===== config.mk =====
export PLATFORM = sky130hd
export DESIGN_NAME = acs_top
export DESIGN_NICKNAME = d
export VERILOG_FILES = /design/src/rtl/acs_pkg.sv /design/src/rtl/acs_sar_core.sv /design/src/rtl/acs_top.sv
export SDC_FILE = /design/constraint.sdc
export NUM_CORES = 1
export LEC_CHECK = 0
export BUFFER_PORTS_ARGS = -buffer_cell sky130_fd_sc_hd__buf_2
export CAP_MARGIN = 30
export CORE_ASPECT_RATIO = 1.5
export CORE_UTILIZATION = 62
export CTS_CLUSTER_DIAMETER = 40
export DETAILED_ROUTE_END_ITERATION = 7
export GPL_ROUTABILITY_DRIVEN = 1
export PLACE_DENSITY_LB_ADDON = 0.2
export SETUP_SLACK_MARGIN = 0.4
export SYNTH_ARGS = -nofsm -noshare
export SYNTH_HDL_FRONTEND = slang
export SYNTH_SLANG_ARGS = --single-unit

===== constraint.sdc =====
create_clock -name MCLK -period 5.4 [get_ports MCLK]
set_input_delay 0.27 -clock MCLK [delete_from_list [all_inputs] [get_ports MCLK]]
set_output_delay 0.27 -clock MCLK [all_outputs]
set_load 0.01 [all_outputs]

===== src/rtl/acs_pkg.sv =====
// Purpose: shared constants for the conversion sequencer
// Assumes: byte-wide register port, 200 MHz MCLK
// Notes:   offsets are byte addresses

package acs_pkg;

    // ************************************************************
    // register offsets
    // ************************************************************
    localparam logic [7:0] ACS_PWR_OFS   = 8'h64;
    localparam logic [7:0] ACS_RES_LOW   = 8'h78;
    localparam logic [7:0] ACS_RES_HIGH  = 8'h79;
    localparam logic [7:0] ACS_CSA_OFS   = 8'h7A;
    localparam logic [7:0] ACS_CSB_OFS   = 8'h7B;
    localparam logic [7:0] ACS_CHREF_OFS = 8'h7C;

    // ************************************************************
    // field positions
    // ************************************************************
    localparam int ACS_PWR_BIT   = 0;
    localparam int ACS_EN_BIT    = 7;
    localparam int ACS_START_BIT = 6;
    localparam int ACS_AUTO_BIT  = 5;
    localparam int ACS_FLAG_BIT  = 4;
    localparam int ACS_IE_BIT    = 3;
    localparam int ACS_LADJ_BIT  = 5;
    localparam int ACS_REF_LSB   = 6;
    localparam int ACS_CH_LSB    = 0;
    localparam int ACS_TSS_LSB   = 0;

    // ************************************************************
    // reset values and encodings
    // ************************************************************
    localparam logic [9:0] ACS_RESULT_RST = 10'h000;
    localparam logic [7:0] ACS_BYTE_RST   = 8'h00;
    localparam logic [9:0] ACS_DIFF_FLIP  = 10'h200;
    localparam logic [9:0] ACS_MSB_TRIAL  = 10'h200;
    localparam logic [4:0] ACS_DIFF_FIRST = 5'h08;
    localparam logic [2:0] ACS_TSS_FREE   = 3'h0;

    // ************************************************************
    // timing counts in converter clocks and MCLK cycles
    // ************************************************************
    localparam int ACS_PRESC_DIV   = 4;
    localparam int ACS_CONV_CLKS   = 13;
    localparam int ACS_SAMPLE_CLKS = 2;

    typedef enum logic [1:0] {
        ACS_IDLE,
        ACS_SAMPLE,
        ACS_CONVERT,
        ACS_FINISH
    } acs_state_t;

endpackage


===== src/rtl/acs_sar_core.sv =====
// Purpose: prescaled successive-approximation stepping engine
// Assumes: comp_in already synchronised, high when input above trial code
// Notes:   start resets the prescaler; abort drops the conversion silently
`timescale 1ns/1ps

module acs_sar_core
    import acs_pkg::*;
#(
    parameter int PRESC_DIV = ACS_PRESC_DIV,
    parameter int CONV_CLKS = ACS_CONV_CLKS
)
(
    input  wire logic       clk,
    input  wire logic       rst,
    input  wire logic       start,
    input  wire logic       abort,
    input  wire logic       comp_in,
    output logic      [9:0] dac_code,
    output logic            sample,
    output logic            done,
    output logic      [9:0] result
);

    acs_state_t state_reg, state_next;
    logic [7:0] presc_reg, presc_next;
    logic [7:0] step_reg, step_next;
    logic [3:0] bit_reg, bit_next;
    logic [9:0] dac_reg, dac_next;
    logic [9:0] result_reg, result_next;
    logic       sample_reg, sample_next;
    logic       done_reg, done_next;
    logic       tick;
    logic [9:0] trial;

    // ************************************************************
    // sequencing
    // ************************************************************
    always_comb
    begin
        state_next  = state_reg;
        step_next   = step_reg;
        bit_next    = bit_reg;
        dac_next    = dac_reg;
        result_next = result_reg;
        sample_next = sample_reg;
        done_next   = 1'b0;
        trial       = dac_reg;
        tick        = (presc_reg == 8'(PRESC_DIV - 1));
        presc_next  = tick ? 8'h00 : presc_reg + 8'h01;
        if (tick && state_reg != ACS_IDLE)
            step_next = step_reg + 8'h01;
        case (state_reg)
            ACS_IDLE:
            begin
                presc_next = 8'h00;
                step_next  = 8'h00;
                if (start)
                begin
                    state_next  = ACS_SAMPLE;
                    sample_next = 1'b1;
                    dac_next    = 10'h000;
                end
            end
            ACS_SAMPLE:
                if (tick && step_reg == 8'(ACS_SAMPLE_CLKS - 1))
                begin
                    state_next  = ACS_CONVERT;
                    sample_next = 1'b0;
                    dac_next    = ACS_MSB_TRIAL;
                    bit_next    = 4'h9;
                end
            ACS_CONVERT:
                if (tick)
                begin
                    if (!comp_in)
                        trial[bit_reg] = 1'b0;
                    if (bit_reg == 4'h0)
                    begin
                        result_next = trial;
                        state_next  = ACS_FINISH;
                    end
                    else
                    begin
                        trial[bit_reg - 4'h1] = 1'b1;
                        bit_next = bit_reg - 4'h1;
                    end
                    dac_next = trial;
                end
            ACS_FINISH:
                if (tick && step_reg == 8'(CONV_CLKS - 1))
                begin
                    state_next = ACS_IDLE;
                    done_next  = 1'b1;
                end
            default:
                state_next = ACS_IDLE;
        endcase
        if (abort)
        begin
            state_next  = ACS_IDLE;
            sample_next = 1'b0;
            done_next   = 1'b0;
        end
    end

    always_ff @(posedge clk)
    begin
        if (rst)
        begin
            state_reg  <= ACS_IDLE;
            presc_reg  <= 8'h00;
            step_reg   <= 8'h00;
            bit_reg    <= 4'h0;
            dac_reg    <= ACS_RESULT_RST;
            result_reg <= ACS_RESULT_RST;
            sample_reg <= 1'b0;
            done_reg   <= 1'b0;
        end
        else
        begin
            state_reg  <= state_next;
            presc_reg  <= presc_next;
            step_reg   <= step_next;
            bit_reg    <= bit_next;
            dac_reg    <= dac_next;
            result_reg <= result_next;
            sample_reg <= sample_next;
            done_reg   <= done_next;
        end
    end

    assign dac_code = dac_reg;
    assign sample   = sample_reg;
    assign done     = done_reg;
    assign result   = result_reg;
endmodule


===== src/rtl/acs_top.sv =====
// Purpose: register side and sequencing of a 10-bit converter
// Assumes: trigger sources on MCLK, comparator from the analogue pin
// Notes:   trigger select 0 means free running
//
// Operation
// - 10-bit result, right aligned unless left adjust
// - low byte read locks both result bytes
// - completion while locked discards the new value
// - high byte read unlocks result writes
// - completion always raises the complete flag
// - power on, write start to convert
// - start bit reads one while busy
// - channel change waits for current conversion
// - auto enable with selectable trigger source
// - trigger rising edge restarts prescaler, converts
// - held level or busy edges start nothing
// - flag set regardless of interrupt enables
// - free running change shows two results later
// - differential results in two's complement
// - result bytes at 0x78 and 0x79, reset zero
// - left adjust puts result in bits 15..6
`timescale 1ns/1ps

module acs_top
    import acs_pkg::*;
#(
    parameter int PRESC_DIV = ACS_PRESC_DIV,
    parameter int CONV_CLKS = ACS_CONV_CLKS
)
(
    input  wire logic       MCLK,
    input  wire logic       SYS_RST,
    input  wire logic [7:0] ADDR,
    input  wire logic [7:0] WR_DATA,
    input  wire logic       WR_EN,
    input  wire logic       RD_EN,
    output logic      [7:0] RD_DATA,
    input  wire logic [6:0] TRIG_IN,
    input  wire logic       COMP_IN,
    output logic      [9:0] DAC_CODE,
    output logic            SAMPLE_HOLD,
    output logic      [4:0] MUX_SEL,
    output logic      [1:0] REF_SEL,
    output logic            AFE_ENABLE,
    output logic            CONV_FLAG,
    output logic            IRQ
);

    function automatic logic [15:0] acs_align(input logic [9:0] res, input logic ladj);
        acs_align = ladj ? {res, 6'h00} : {6'h00, res};
    endfunction

    logic       comp_meta_reg, comp_sync_reg;
    logic       pwr_reg, pwr_next;
    logic       en_reg, en_next;
    logic       auto_reg, auto_next;
    logic       ie_reg, ie_next;
    logic       flag_reg, flag_next;
    logic [2:0] tss_reg, tss_next;
    logic [1:0] ref_reg, ref_next;
    logic       ladj_reg, ladj_next;
    logic [4:0] chan_reg, chan_next;
    logic       busy_reg, busy_next;
    logic       locked_reg, locked_next;
    logic [9:0] result_reg, result_next;
    logic [4:0] conv_chan_reg, conv_chan_next;
    logic [1:0] conv_ref_reg, conv_ref_next;
    logic       trig_prev_reg, trig_prev_next;
    logic [7:0] rd_data_reg, rd_data_next;
    logic       irq_reg, irq_next;
    logic       afe_en_reg, afe_en_next;

    logic       wr_csa, rd_low, rd_high;
    logic       on_now, on_next;
    logic [7:0] trig_vec;
    logic       trig_sel, trig_edge;
    logic       sw_start, auto_start, free_start, start_go, abort;
    logic       core_done;
    logic [9:0] core_result;
    logic [15:0] aligned;

    // ************************************************************
    // comparator synchroniser
    // ************************************************************
    always_ff @(posedge MCLK)
    begin
        if (SYS_RST)
        begin
            comp_meta_reg <= 1'b0;
            comp_sync_reg <= 1'b0;
        end
        else
        begin
            comp_meta_reg <= COMP_IN;
            comp_sync_reg <= comp_meta_reg;
        end
    end

    // ************************************************************
    // registers, start control and result capture
    // ************************************************************
    always_comb
    begin
        wr_csa  = WR_EN && ADDR == ACS_CSA_OFS;
        rd_low  = RD_EN && ADDR == ACS_RES_LOW;
        rd_high = RD_EN && ADDR == ACS_RES_HIGH;

        pwr_next  = pwr_reg;
        en_next   = en_reg;
        auto_next = auto_reg;
        ie_next   = ie_reg;
        tss_next  = tss_reg;
        ref_next  = ref_reg;
        ladj_next = ladj_reg;
        chan_next = chan_reg;
        if (WR_EN && ADDR == ACS_PWR_OFS)
            pwr_next = WR_DATA[ACS_PWR_BIT];
        if (wr_csa)
        begin
            en_next   = WR_DATA[ACS_EN_BIT];
            auto_next = WR_DATA[ACS_AUTO_BIT];
            ie_next   = WR_DATA[ACS_IE_BIT];
        end
        if (WR_EN && ADDR == ACS_CSB_OFS)
            tss_next = WR_DATA[ACS_TSS_LSB +: 3];
        if (WR_EN && ADDR == ACS_CHREF_OFS)
        begin
            ref_next  = WR_DATA[ACS_REF_LSB +: 2];
            ladj_next = WR_DATA[ACS_LADJ_BIT];
            chan_next = WR_DATA[ACS_CH_LSB +: 5];
        end

        on_now  = en_reg && !pwr_reg;
        on_next = en_next && !pwr_next;

        trig_vec       = {TRIG_IN, 1'b0};
        trig_sel       = trig_vec[tss_reg];
        trig_prev_next = trig_sel;
        trig_edge      = trig_sel && !trig_prev_reg;

        sw_start   = wr_csa && WR_DATA[ACS_START_BIT] && on_next && !busy_reg;
        auto_start = auto_reg && on_now && !busy_reg && trig_edge
                     && tss_reg != ACS_TSS_FREE;
        free_start = auto_reg && on_now && core_done && tss_reg == ACS_TSS_FREE;
        start_go   = sw_start || auto_start || free_start;
        abort      = busy_reg && !on_now;

        busy_next = busy_reg;
        if (core_done || abort)
            busy_next = 1'b0;
        if (start_go)
            busy_next = 1'b1;

        conv_chan_next = conv_chan_reg;
        conv_ref_next  = conv_ref_reg;
        if (start_go)
        begin
            conv_chan_next = chan_next;
            conv_ref_next  = ref_next;
        end

        flag_next = flag_reg;
        if (wr_csa && WR_DATA[ACS_FLAG_BIT])
            flag_next = 1'b0;
        if (core_done)
            flag_next = 1'b1;

        locked_next = locked_reg;
        if (rd_low)
            locked_next = 1'b1;
        if (rd_high)
            locked_next = 1'b0;

        result_next = result_reg;
        if (core_done && !locked_reg && !rd_low)
        begin
            if (conv_chan_reg >= ACS_DIFF_FIRST)
                result_next = core_result ^ ACS_DIFF_FLIP;
            else
                result_next = core_result;
        end

        aligned      = acs_align(result_reg, ladj_reg);
        rd_data_next = ACS_BYTE_RST;
        if (RD_EN)
        begin
            case (ADDR)
                ACS_RES_LOW:   rd_data_next = aligned[7:0];
                ACS_RES_HIGH:  rd_data_next = aligned[15:8];
                ACS_CSA_OFS:   rd_data_next = {en_reg, busy_reg, auto_reg, flag_reg,
                                               ie_reg, 3'h0};
                ACS_CSB_OFS:   rd_data_next = {5'h00, tss_reg};
                ACS_CHREF_OFS: rd_data_next = {ref_reg, ladj_reg, chan_reg};
                ACS_PWR_OFS:   rd_data_next = {7'h00, pwr_reg};
                default:       rd_data_next = ACS_BYTE_RST;
            endcase
        end

        irq_next    = flag_next && ie_next;
        afe_en_next = on_next;
    end

    always_ff @(posedge MCLK)
    begin
        if (SYS_RST)
        begin
            pwr_reg       <= 1'b0;
            en_reg        <= 1'b0;
            auto_reg      <= 1'b0;
            ie_reg        <= 1'b0;
            flag_reg      <= 1'b0;
            tss_reg       <= 3'h0;
            ref_reg       <= 2'h0;
            ladj_reg      <= 1'b0;
            chan_reg      <= 5'h00;
            busy_reg      <= 1'b0;
            locked_reg    <= 1'b0;
            result_reg    <= ACS_RESULT_RST;
            conv_chan_reg <= 5'h00;
            conv_ref_reg  <= 2'h0;
            trig_prev_reg <= 1'b0;
            rd_data_reg   <= ACS_BYTE_RST;
            irq_reg       <= 1'b0;
            afe_en_reg    <= 1'b0;
        end
        else
        begin
            pwr_reg       <= pwr_next;
            en_reg        <= en_next;
            auto_reg      <= auto_next;
            ie_reg        <= ie_next;
            flag_reg      <= flag_next;
            tss_reg       <= tss_next;
            ref_reg       <= ref_next;
            ladj_reg      <= ladj_next;
            chan_reg      <= chan_next;
            busy_reg      <= busy_next;
            locked_reg    <= locked_next;
            result_reg    <= result_next;
            conv_chan_reg <= conv_chan_next;
            conv_ref_reg  <= conv_ref_next;
            trig_prev_reg <= trig_prev_next;
            rd_data_reg   <= rd_data_next;
            irq_reg       <= irq_next;
            afe_en_reg    <= afe_en_next;
        end
    end

    // ************************************************************
    // conversion engine
    // ************************************************************
    acs_sar_core #(
        .PRESC_DIV (PRESC_DIV),
        .CONV_CLKS (CONV_CLKS)
    ) u_core (
        .clk      (MCLK),
        .rst      (SYS_RST),
        .start    (start_go),
        .abort    (abort),
        .comp_in  (comp_sync_reg),
        .dac_code (DAC_CODE),
        .sample   (SAMPLE_HOLD),
        .done     (core_done),
        .result   (core_result)
    );

    assign RD_DATA    = rd_data_reg;
    assign MUX_SEL    = conv_chan_reg;
    assign REF_SEL    = conv_ref_reg;
    assign AFE_ENABLE = afe_en_reg;
    assign CONV_FLAG  = flag_reg;
    assign IRQ        = irq_reg;
endmodule


==> metrics.md, run 1 <==
| Metric | Value |
|---|---|
| Register bit total from synthesis | `92` |
| Status | `completed` |
| Number of global-route vias before repair | `~3.6k` |
| # DRC | `0` |
| Most frequent cells in the layout | `dfxtp_1 (92), nor2_1 (83), buf_2 (58)` |
| Syn avg cell area | `8.70 um^2` |
| DIE AREA | `7250 um^2` |
| WL/cell | `16.0 um` |
| FMAX | `344 MHz` |
| Cell taking the most area after synthesis | `dfxtp_1` |
| Synth top area share | `0.430` |
| Number of synthesized flops with an enable pin | `0` |
| Slew Limit Fails | `0` |
| TritonCTS buffer count | `9` |
| Critical path fanouts, max | `20` |
| Final min period | `2.91 ns` |
| Hold Path Cell Cnt | `2` |
| Buffer count from post-CTS setup fixing | `0` |
| Ratio of total power to cell area | `around 250 nW/um^2` |
| Final Hold Viols | `0` |
| Worst slew pin tran | `0.936 ns` |
| WS Path Type | `flop to flop` |
| Pleak | `1.84 nW` |
| Syn_nets | `533` |
| Initial core utilization | `0.651` |
| Initial antenna violation count | `0` |
| Fill cells | `about 520` |
| Maxcap violations | `0` |
| Fin crit share | `0.539` |
| CTS-repair resized insts | `0` |
| Grt ovf | `0` |
| Async SR Flop Fraction | `0` |
| H-tree Lvls | `3` |
| Setup TNS | `0 ns` |
| CTS clock-pin slew for the worst setup and hold paths | `0.09 ns` |
| DRT antenna net count | `0` |
| Commonest non-fill, non-tap cell in the layout | `dfxtp_1` |
| Gr usage total | `0.285` |
| Rel. slew slack | `0.370` |
| Pwr Total | `1.19 mW` |
| Seq/Total Area, Yosys | `0.430` |
| Via count of the routed design | `between 3k and 4k` |
| Final HPWL from detailed placement | `7290 um` |
| Synth Cell Area | `4280 um^2` |
| Syn Inst Count | `around 500` |
| Share of post-route cells with drive strength above 1 | `0.168` |
| Chip height | `104 um` |
| DR iter-0 viols | `about 320` |
| Final wirelength | `9940 um` |
| Ports | `57` |
| Multi-input logic area | `2260 um^2` |
| FF/Latch Area | `1840 um^2` |
| CP Launch Type | `flop` |
| Critical Path RT | `5.67 ns` |
| Area Overhead vs Synth | `11.6%` |
| DR pass1 iterations | `5` |
| Setup Skew | `approximately 0.011 ns` |
| Clk sink count | `92` |
| Endpoints failing setup | `0` |
| Syn. warnings | `0` |
| Pin count of the biggest net entering global routing | `64` |
| CTS tree | `done` |
| Synth area leaders | `dfxtp_1 (43%), nor2_1 (7.3%), mux2i_1 (6.5%), nand2_1 (4.0%), a21oi_1 (4.0%)` |
| Maximum VDD drop | `0.199 mV` |
| Final core occ | `0.726` |
| RSZ-0062 raised after global routing | `no` |
| Hold Buf Count CTS | `0` |
| First-pass GRT wire length | `16400 um` |
| Clk root buf | `clkbuf_8` |
| Total core area | `6580 um^2` |
| Gpl congestion | `slightly above 0.9` |
| N_diodes | `0` |
| Netlist cell types | `68` |
| Crit end category | `flop` |
| Row cnt | `36` |
| Min-Delay Path Class | `primary input to flop` |
| Vias per cell | `between 5 and 6` |
| Worst reg-to-reg path cell count | `7` |
| Die width | `69.8 um` |
| CP arrival | `3.18 ns` |
| Nets@finish | `582` |
| Top_reg_cell synth | `dfxtp_1` |
| CTS max path bufs | `2` |
| Port-buffer cells | `56` |
| Worst-Skew Late Latency | `roughly 0.37 ns` |
## path summary, 6_finish.rpt
check | startpoint | to | slack, ns
worst max register to register | u_core.presc_reg[0] | u_core.dac_code[8] | 2.49
worst max-delay path | u_core.presc_reg[0] | u_core.dac_code[8] | 2.49
worst min-delay path | COMP_IN | comp_meta_reg | 0.11
worst min register to register | comp_meta_reg | comp_sync_reg | 0.44
## final cells by class
cell class	instances	area share
clock buffer	11	0.0317
clock inverter	5	0.00917
inverter	22	0.0173
multi-input combinational	356	0.472
sequential	92	0.386
tap	76	0.0199
timing repair buffer	60	0.0639
## where the power goes
part	switching, mW	leakage, nW	internal, mW	total, mW
Clock	0.254	0.101	0.198	0.452
Combinational	0.0350	0.993	0.0199	0.0549
Sequential	0.00326	0.741	0.680	0.684
Total	0.292	1.83	0.899	1.19
## stage by stage
step / instances / instance area [um^2] / setup slack, ns / hold slack [ns]
2_1_floorplan: 492 / 4280 / 3.05 / 0.380
5_1_grt: 622 / 4780 / 2.20 / 0.113
6_report: 622 / 4780 / 2.49 / 0.111
4_1_cts: 622 / 4780 / 2.48 / 0.109
3_3_place_gp: 603 / 4560 / 2.58 / 0.422
3_5_place_dp: 606 / 4580 / 2.47 / 0.426
## routing by layer
metal  vias to the layer above  share of wire  track usage
li1                       1827              -            -
met1                      1702           0.43        0.345
met2                       127           0.48        0.462
met3                        35          0.046       0.0399
met4                         0          0.048        0.196
met5                         -              0            0
## cells in the mapped netlist, types with 4 or more instances
| cell | instances |
|---|---|
| o21ai_0 | 11 |
| inv_1 | 22 |
| mux2i_1 | 28 |
| a21oi_1 | 34 |
| nand3_1 | 11 |
| xnor2_1 | 6 |
| ha_1 | 13 |
| xor2_1 | 8 |
| a21o_1 | 6 |
| and2_1 | 5 |
| nor3_1 | 14 |
| a211oi_1 | 7 |
| dfxtp_1 | 92 |
| nor3b_1 | 8 |
| and3_1 | 4 |
| nor2_1 | 83 |
| nand2_1 | 46 |
| clkbuf_1 | 15 |
| a222oi_1 | 6 |
## worst max-delay path: stages, from the launching register on
cell	delay [ns]
dfxtp_1	0.36
ha_1	0.21
or3b_2	0.51
o41ai_2	0.36
a21boi_2	0.30
o311a_1	0.65
o21ai_1	0.14
a32o_1	0.28
## kinds of logic after synthesis
family                     synth area share
DFF                                   0.430
xor gates and xnor gates             0.0286
muxes                                0.0804
buffers and inverters                0.0438
adders and majority gates            0.0380
AOI/OAI and AO/OA                     0.155
and+or+nand+nor                       0.224
Power figures use the tool's default switching activity.
==> run 2: changes to the inputs <==
--- a/config.mk
+++ b/config.mk
@@ -8,7 +8,7 @@
 export BUFFER_PORTS_ARGS = -buffer_cell sky130_fd_sc_hd__buf_2
 export CAP_MARGIN = 30
 export CORE_ASPECT_RATIO = 1.5
-export CORE_UTILIZATION = 62
+export CORE_UTILIZATION = 52
 export CTS_CLUSTER_DIAMETER = 40
 export DETAILED_ROUTE_END_ITERATION = 7
 export GPL_ROUTABILITY_DRIVEN = 1
==> constraint.sdc (replaced) <==
create_clock -name MCLK -period 2.5 [get_ports MCLK]
set_input_delay 0.125 -clock MCLK [delete_from_list [all_inputs] [get_ports MCLK]]
set_output_delay 0.125 -clock MCLK [all_outputs]
set_load 0.01 [all_outputs]
==> metrics.md, run 2 (synthesis results as in run 1) <==
| Metric | Value |
|---|---|
| Via count of the routed design | `3892 (was 3691)` |
| Smallest setup slack after layout | `0.173 ns (was 2.49 ns)` |
| Port-buffer cells | `56 (unchanged)` |
| Pin count of the biggest net entering global routing | `52 (was 64)` |
| Area Overhead vs Synth | `26.4% (was 11.6%)` |
| Pre-CTS WS | `0.132 ns (was 2.47 ns)` |
| Fin crit share | `0.931 (was 0.539)` |
| CP arrival | `2.62 ns (was 3.18 ns)` |
| RSZ-0062 raised after global routing | `yes (was no)` |
| Worst slew pin tran | `0.585 ns (was 0.936 ns)` |
| Grt ovf | `0 (unchanged)` |
| Hold Path Cell Cnt | `3 (was 2)` |
| CTS clock-pin slew for the worst setup and hold paths | `0.07 ns (was 0.09 ns)` |
| Clk sink count | `92 (unchanged)` |
| H-tree Lvls | `3 (unchanged)` |
| Min-Delay Path Class | `primary input to flop (unchanged)` |
| DIE AREA | `8610 um^2 (was 7250 um^2)` |
| Commonest non-fill, non-tap cell in the layout | `dfxtp_1 (unchanged)` |
| Worst reg-to-reg path cell count | `7 (unchanged)` |
| Worst-Skew Late Latency | `0.35 ns (was 0.37 ns)` |
| Crit end category | `flop (unchanged)` |
| Final min period | `2.33 ns (was 2.91 ns)` |
| Pwr Total | `3.00 mW (was 1.19 mW)` |
| Rel. slew slack | `0.610 (was 0.370)` |
| Most frequent cells in the layout | `dfxtp_1 (87), nor2_1 (75), buf_2 (56) (was dfxtp_1 (92), nor2_1 (83), buf_2 (58))` |
| Row cnt | `40 (was 36)` |
| DRT antenna net count | `0 (unchanged)` |
| Vias per cell | `5.77 (was 5.93)` |
| FMAX | `430 MHz (was 344 MHz)` |
| TritonCTS buffer count | `9 (unchanged)` |
| Gpl congestion | `0.910 (was 0.931)` |
| Busiest grt layer | `met2 (unchanged)` |
| WS Path Type | `flop to flop (unchanged)` |
| Slew Limit Fails | `0 (unchanged)` |
| Total core area | `8010 um^2 (was 6580 um^2)` |
| Fill cells | `654 (was 516)` |
| CP Launch Type | `flop (unchanged)` |
| Maximum VDD drop | `0.387 mV (was 0.199 mV)` |
| Chip height | `113 um (was 104 um)` |
| Critical path fanouts, max | `5 (was 20)` |
| Clk root buf | `clkbuf_16 (was clkbuf_8)` |
| Ratio of total power to cell area | `555 nW/um^2 (was 249 nW/um^2)` |
| Die width | `76.1 um (was 69.8 um)` |
| Final HPWL from detailed placement | `7790 um (was 7290 um)` |
| CTS max path bufs | `2 (unchanged)` |
| Setup Skew | `0.00522 ns (was 0.0112 ns)` |
| Initial antenna violation count | `0 (unchanged)` |
| # DRC | `0 (unchanged)` |
| Final wirelength | `11300 um (was 9940 um)` |
| Met1 usage | `0.281 (was 0.345)` |
| N_diodes | `0 (unchanged)` |
| Cell Area, Placed | `4780 um^2 (was 4580 um^2)` |
| Maxcap violations | `0 (unchanged)` |
| DR iter-0 viols | `223 (was 318)` |
| Nets@finish | `606 (was 582)` |
| DR pass1 iterations | `6 (was 5)` |
| Final Cell Area | `5410 um^2 (was 4780 um^2)` |
| Ports | `57 (unchanged)` |
| Gr usage total | `0.263 (was 0.285)` |
| Share of post-route cells with drive strength above 1 | `0.263 (was 0.168)` |
| CTS tree | `done (unchanged)` |
| Setup TNS | `0 ns (unchanged)` |
| WL/cell | `16.7 um (was 16.0 um)` |
| Critical Path RT | `2.79 ns (was 5.67 ns)` |
| Status | `completed (unchanged)` |
| Met3 Use GR | `0.0395 (was 0.0399)` |
| Pleak | `2.09 nW (was 1.84 nW)` |
| GRT met2 Usage | `0.488 (was 0.462)` |
| Final Hold Viols | `0 (unchanged)` |
| First-pass GRT wire length | `17900 um (was 16400 um)` |
| Endpoints failing setup | `0 (unchanged)` |
| Initial core utilization | `0.535 (was 0.651)` |
| Number of global-route vias before repair | `3778 (was 3591)` |
## run 2: cell count changes in the layout (fill, tap and decap cells not counted), moves of 3 or more
cell and delta:
nor2_4 +8, nor3b_1 -3, dfxtp_2 +4, a211oi_2 +7, clkbuf_16 +11, clkbuf_8 -10, buf_6 +3, nor2_1 -8
dfxtp_1 -5, a211oi_1 -7, buf_4 +17
## run 2: worst paths after layout
kind | start | to | slack (ns)
max | tss_reg[1] | u_core.dac_code[5] | 0.17
min reg2reg | comp_meta_reg | comp_sync_reg | 0.45
min | WR_DATA[2] | tss_reg[2] | 0.03
max reg2reg | tss_reg[1] | u_core.dac_code[5] | 0.17
## run 2: repair_timing
item,in CTS,in global routing
hold buffers,1,0
pin swaps,3,5
gates cloned,1,2
setup buffers,7,2
resized for setup,27,16
hold endpoints to repair,1,0
setup endpoints to repair,24,35
## run 2: metrics by stage
| stage | util | instances | hold slack (ns) |
|---|---|---|---|
| floorplan | - | 492 | 0.235 |
| global placement | 0.596 | 645 | 0.337 |
| detailed placement | 0.597 | 646 | 0.347 |
| CTS | 0.659 | 671 | 0.0298 |
| global route | 0.676 | 675 | 0.0549 |
| finish | 0.676 | 675 | 0.0318 |
## run 2: power by group
part | switching, mW | internal (mW) | total [mW] | leakage (nW)
Combinational | 0.0870 | 0.0595 | 0.146 | 1.20
Clock | 0.576 | 0.800 | 1.38 | 0.144
Sequential | 0.00807 | 1.47 | 1.48 | 0.744
Total | 0.671 | 2.33 | 3.00 | 2.09
## run 2: worst max-delay path: stages (launching register included)
cell	delay (ns)
dfxtp_4	0.38
mux2_4	0.30
mux4_2	0.51
a32o_2	0.27
o311a_4	0.36
buf_12	0.15
nor3b_1	0.19
a21o_1	0.11
## run 2: area by class of cell
class / instances / area, um^2 / share of cell area
Multi-Input combinational cell: 356 / 2460 / 0.455
Sequential cell: 92 / 1850 / 0.342
Timing Repair Buffer: 84 / 579 / 0.107
Clock buffer: 10 / 239 / 0.0442
Tap cell: 105 / 131 / 0.0243
Inverter: 22 / 82.6 / 0.0153
Clock inverter: 6 / 63.8 / 0.0118
## run 2: metal layers
layer	wire, um	vias up
met1	4420	1845
met3	482	39
met5	0	-
met2	5950	132
met4	455	0
li1	-	1876
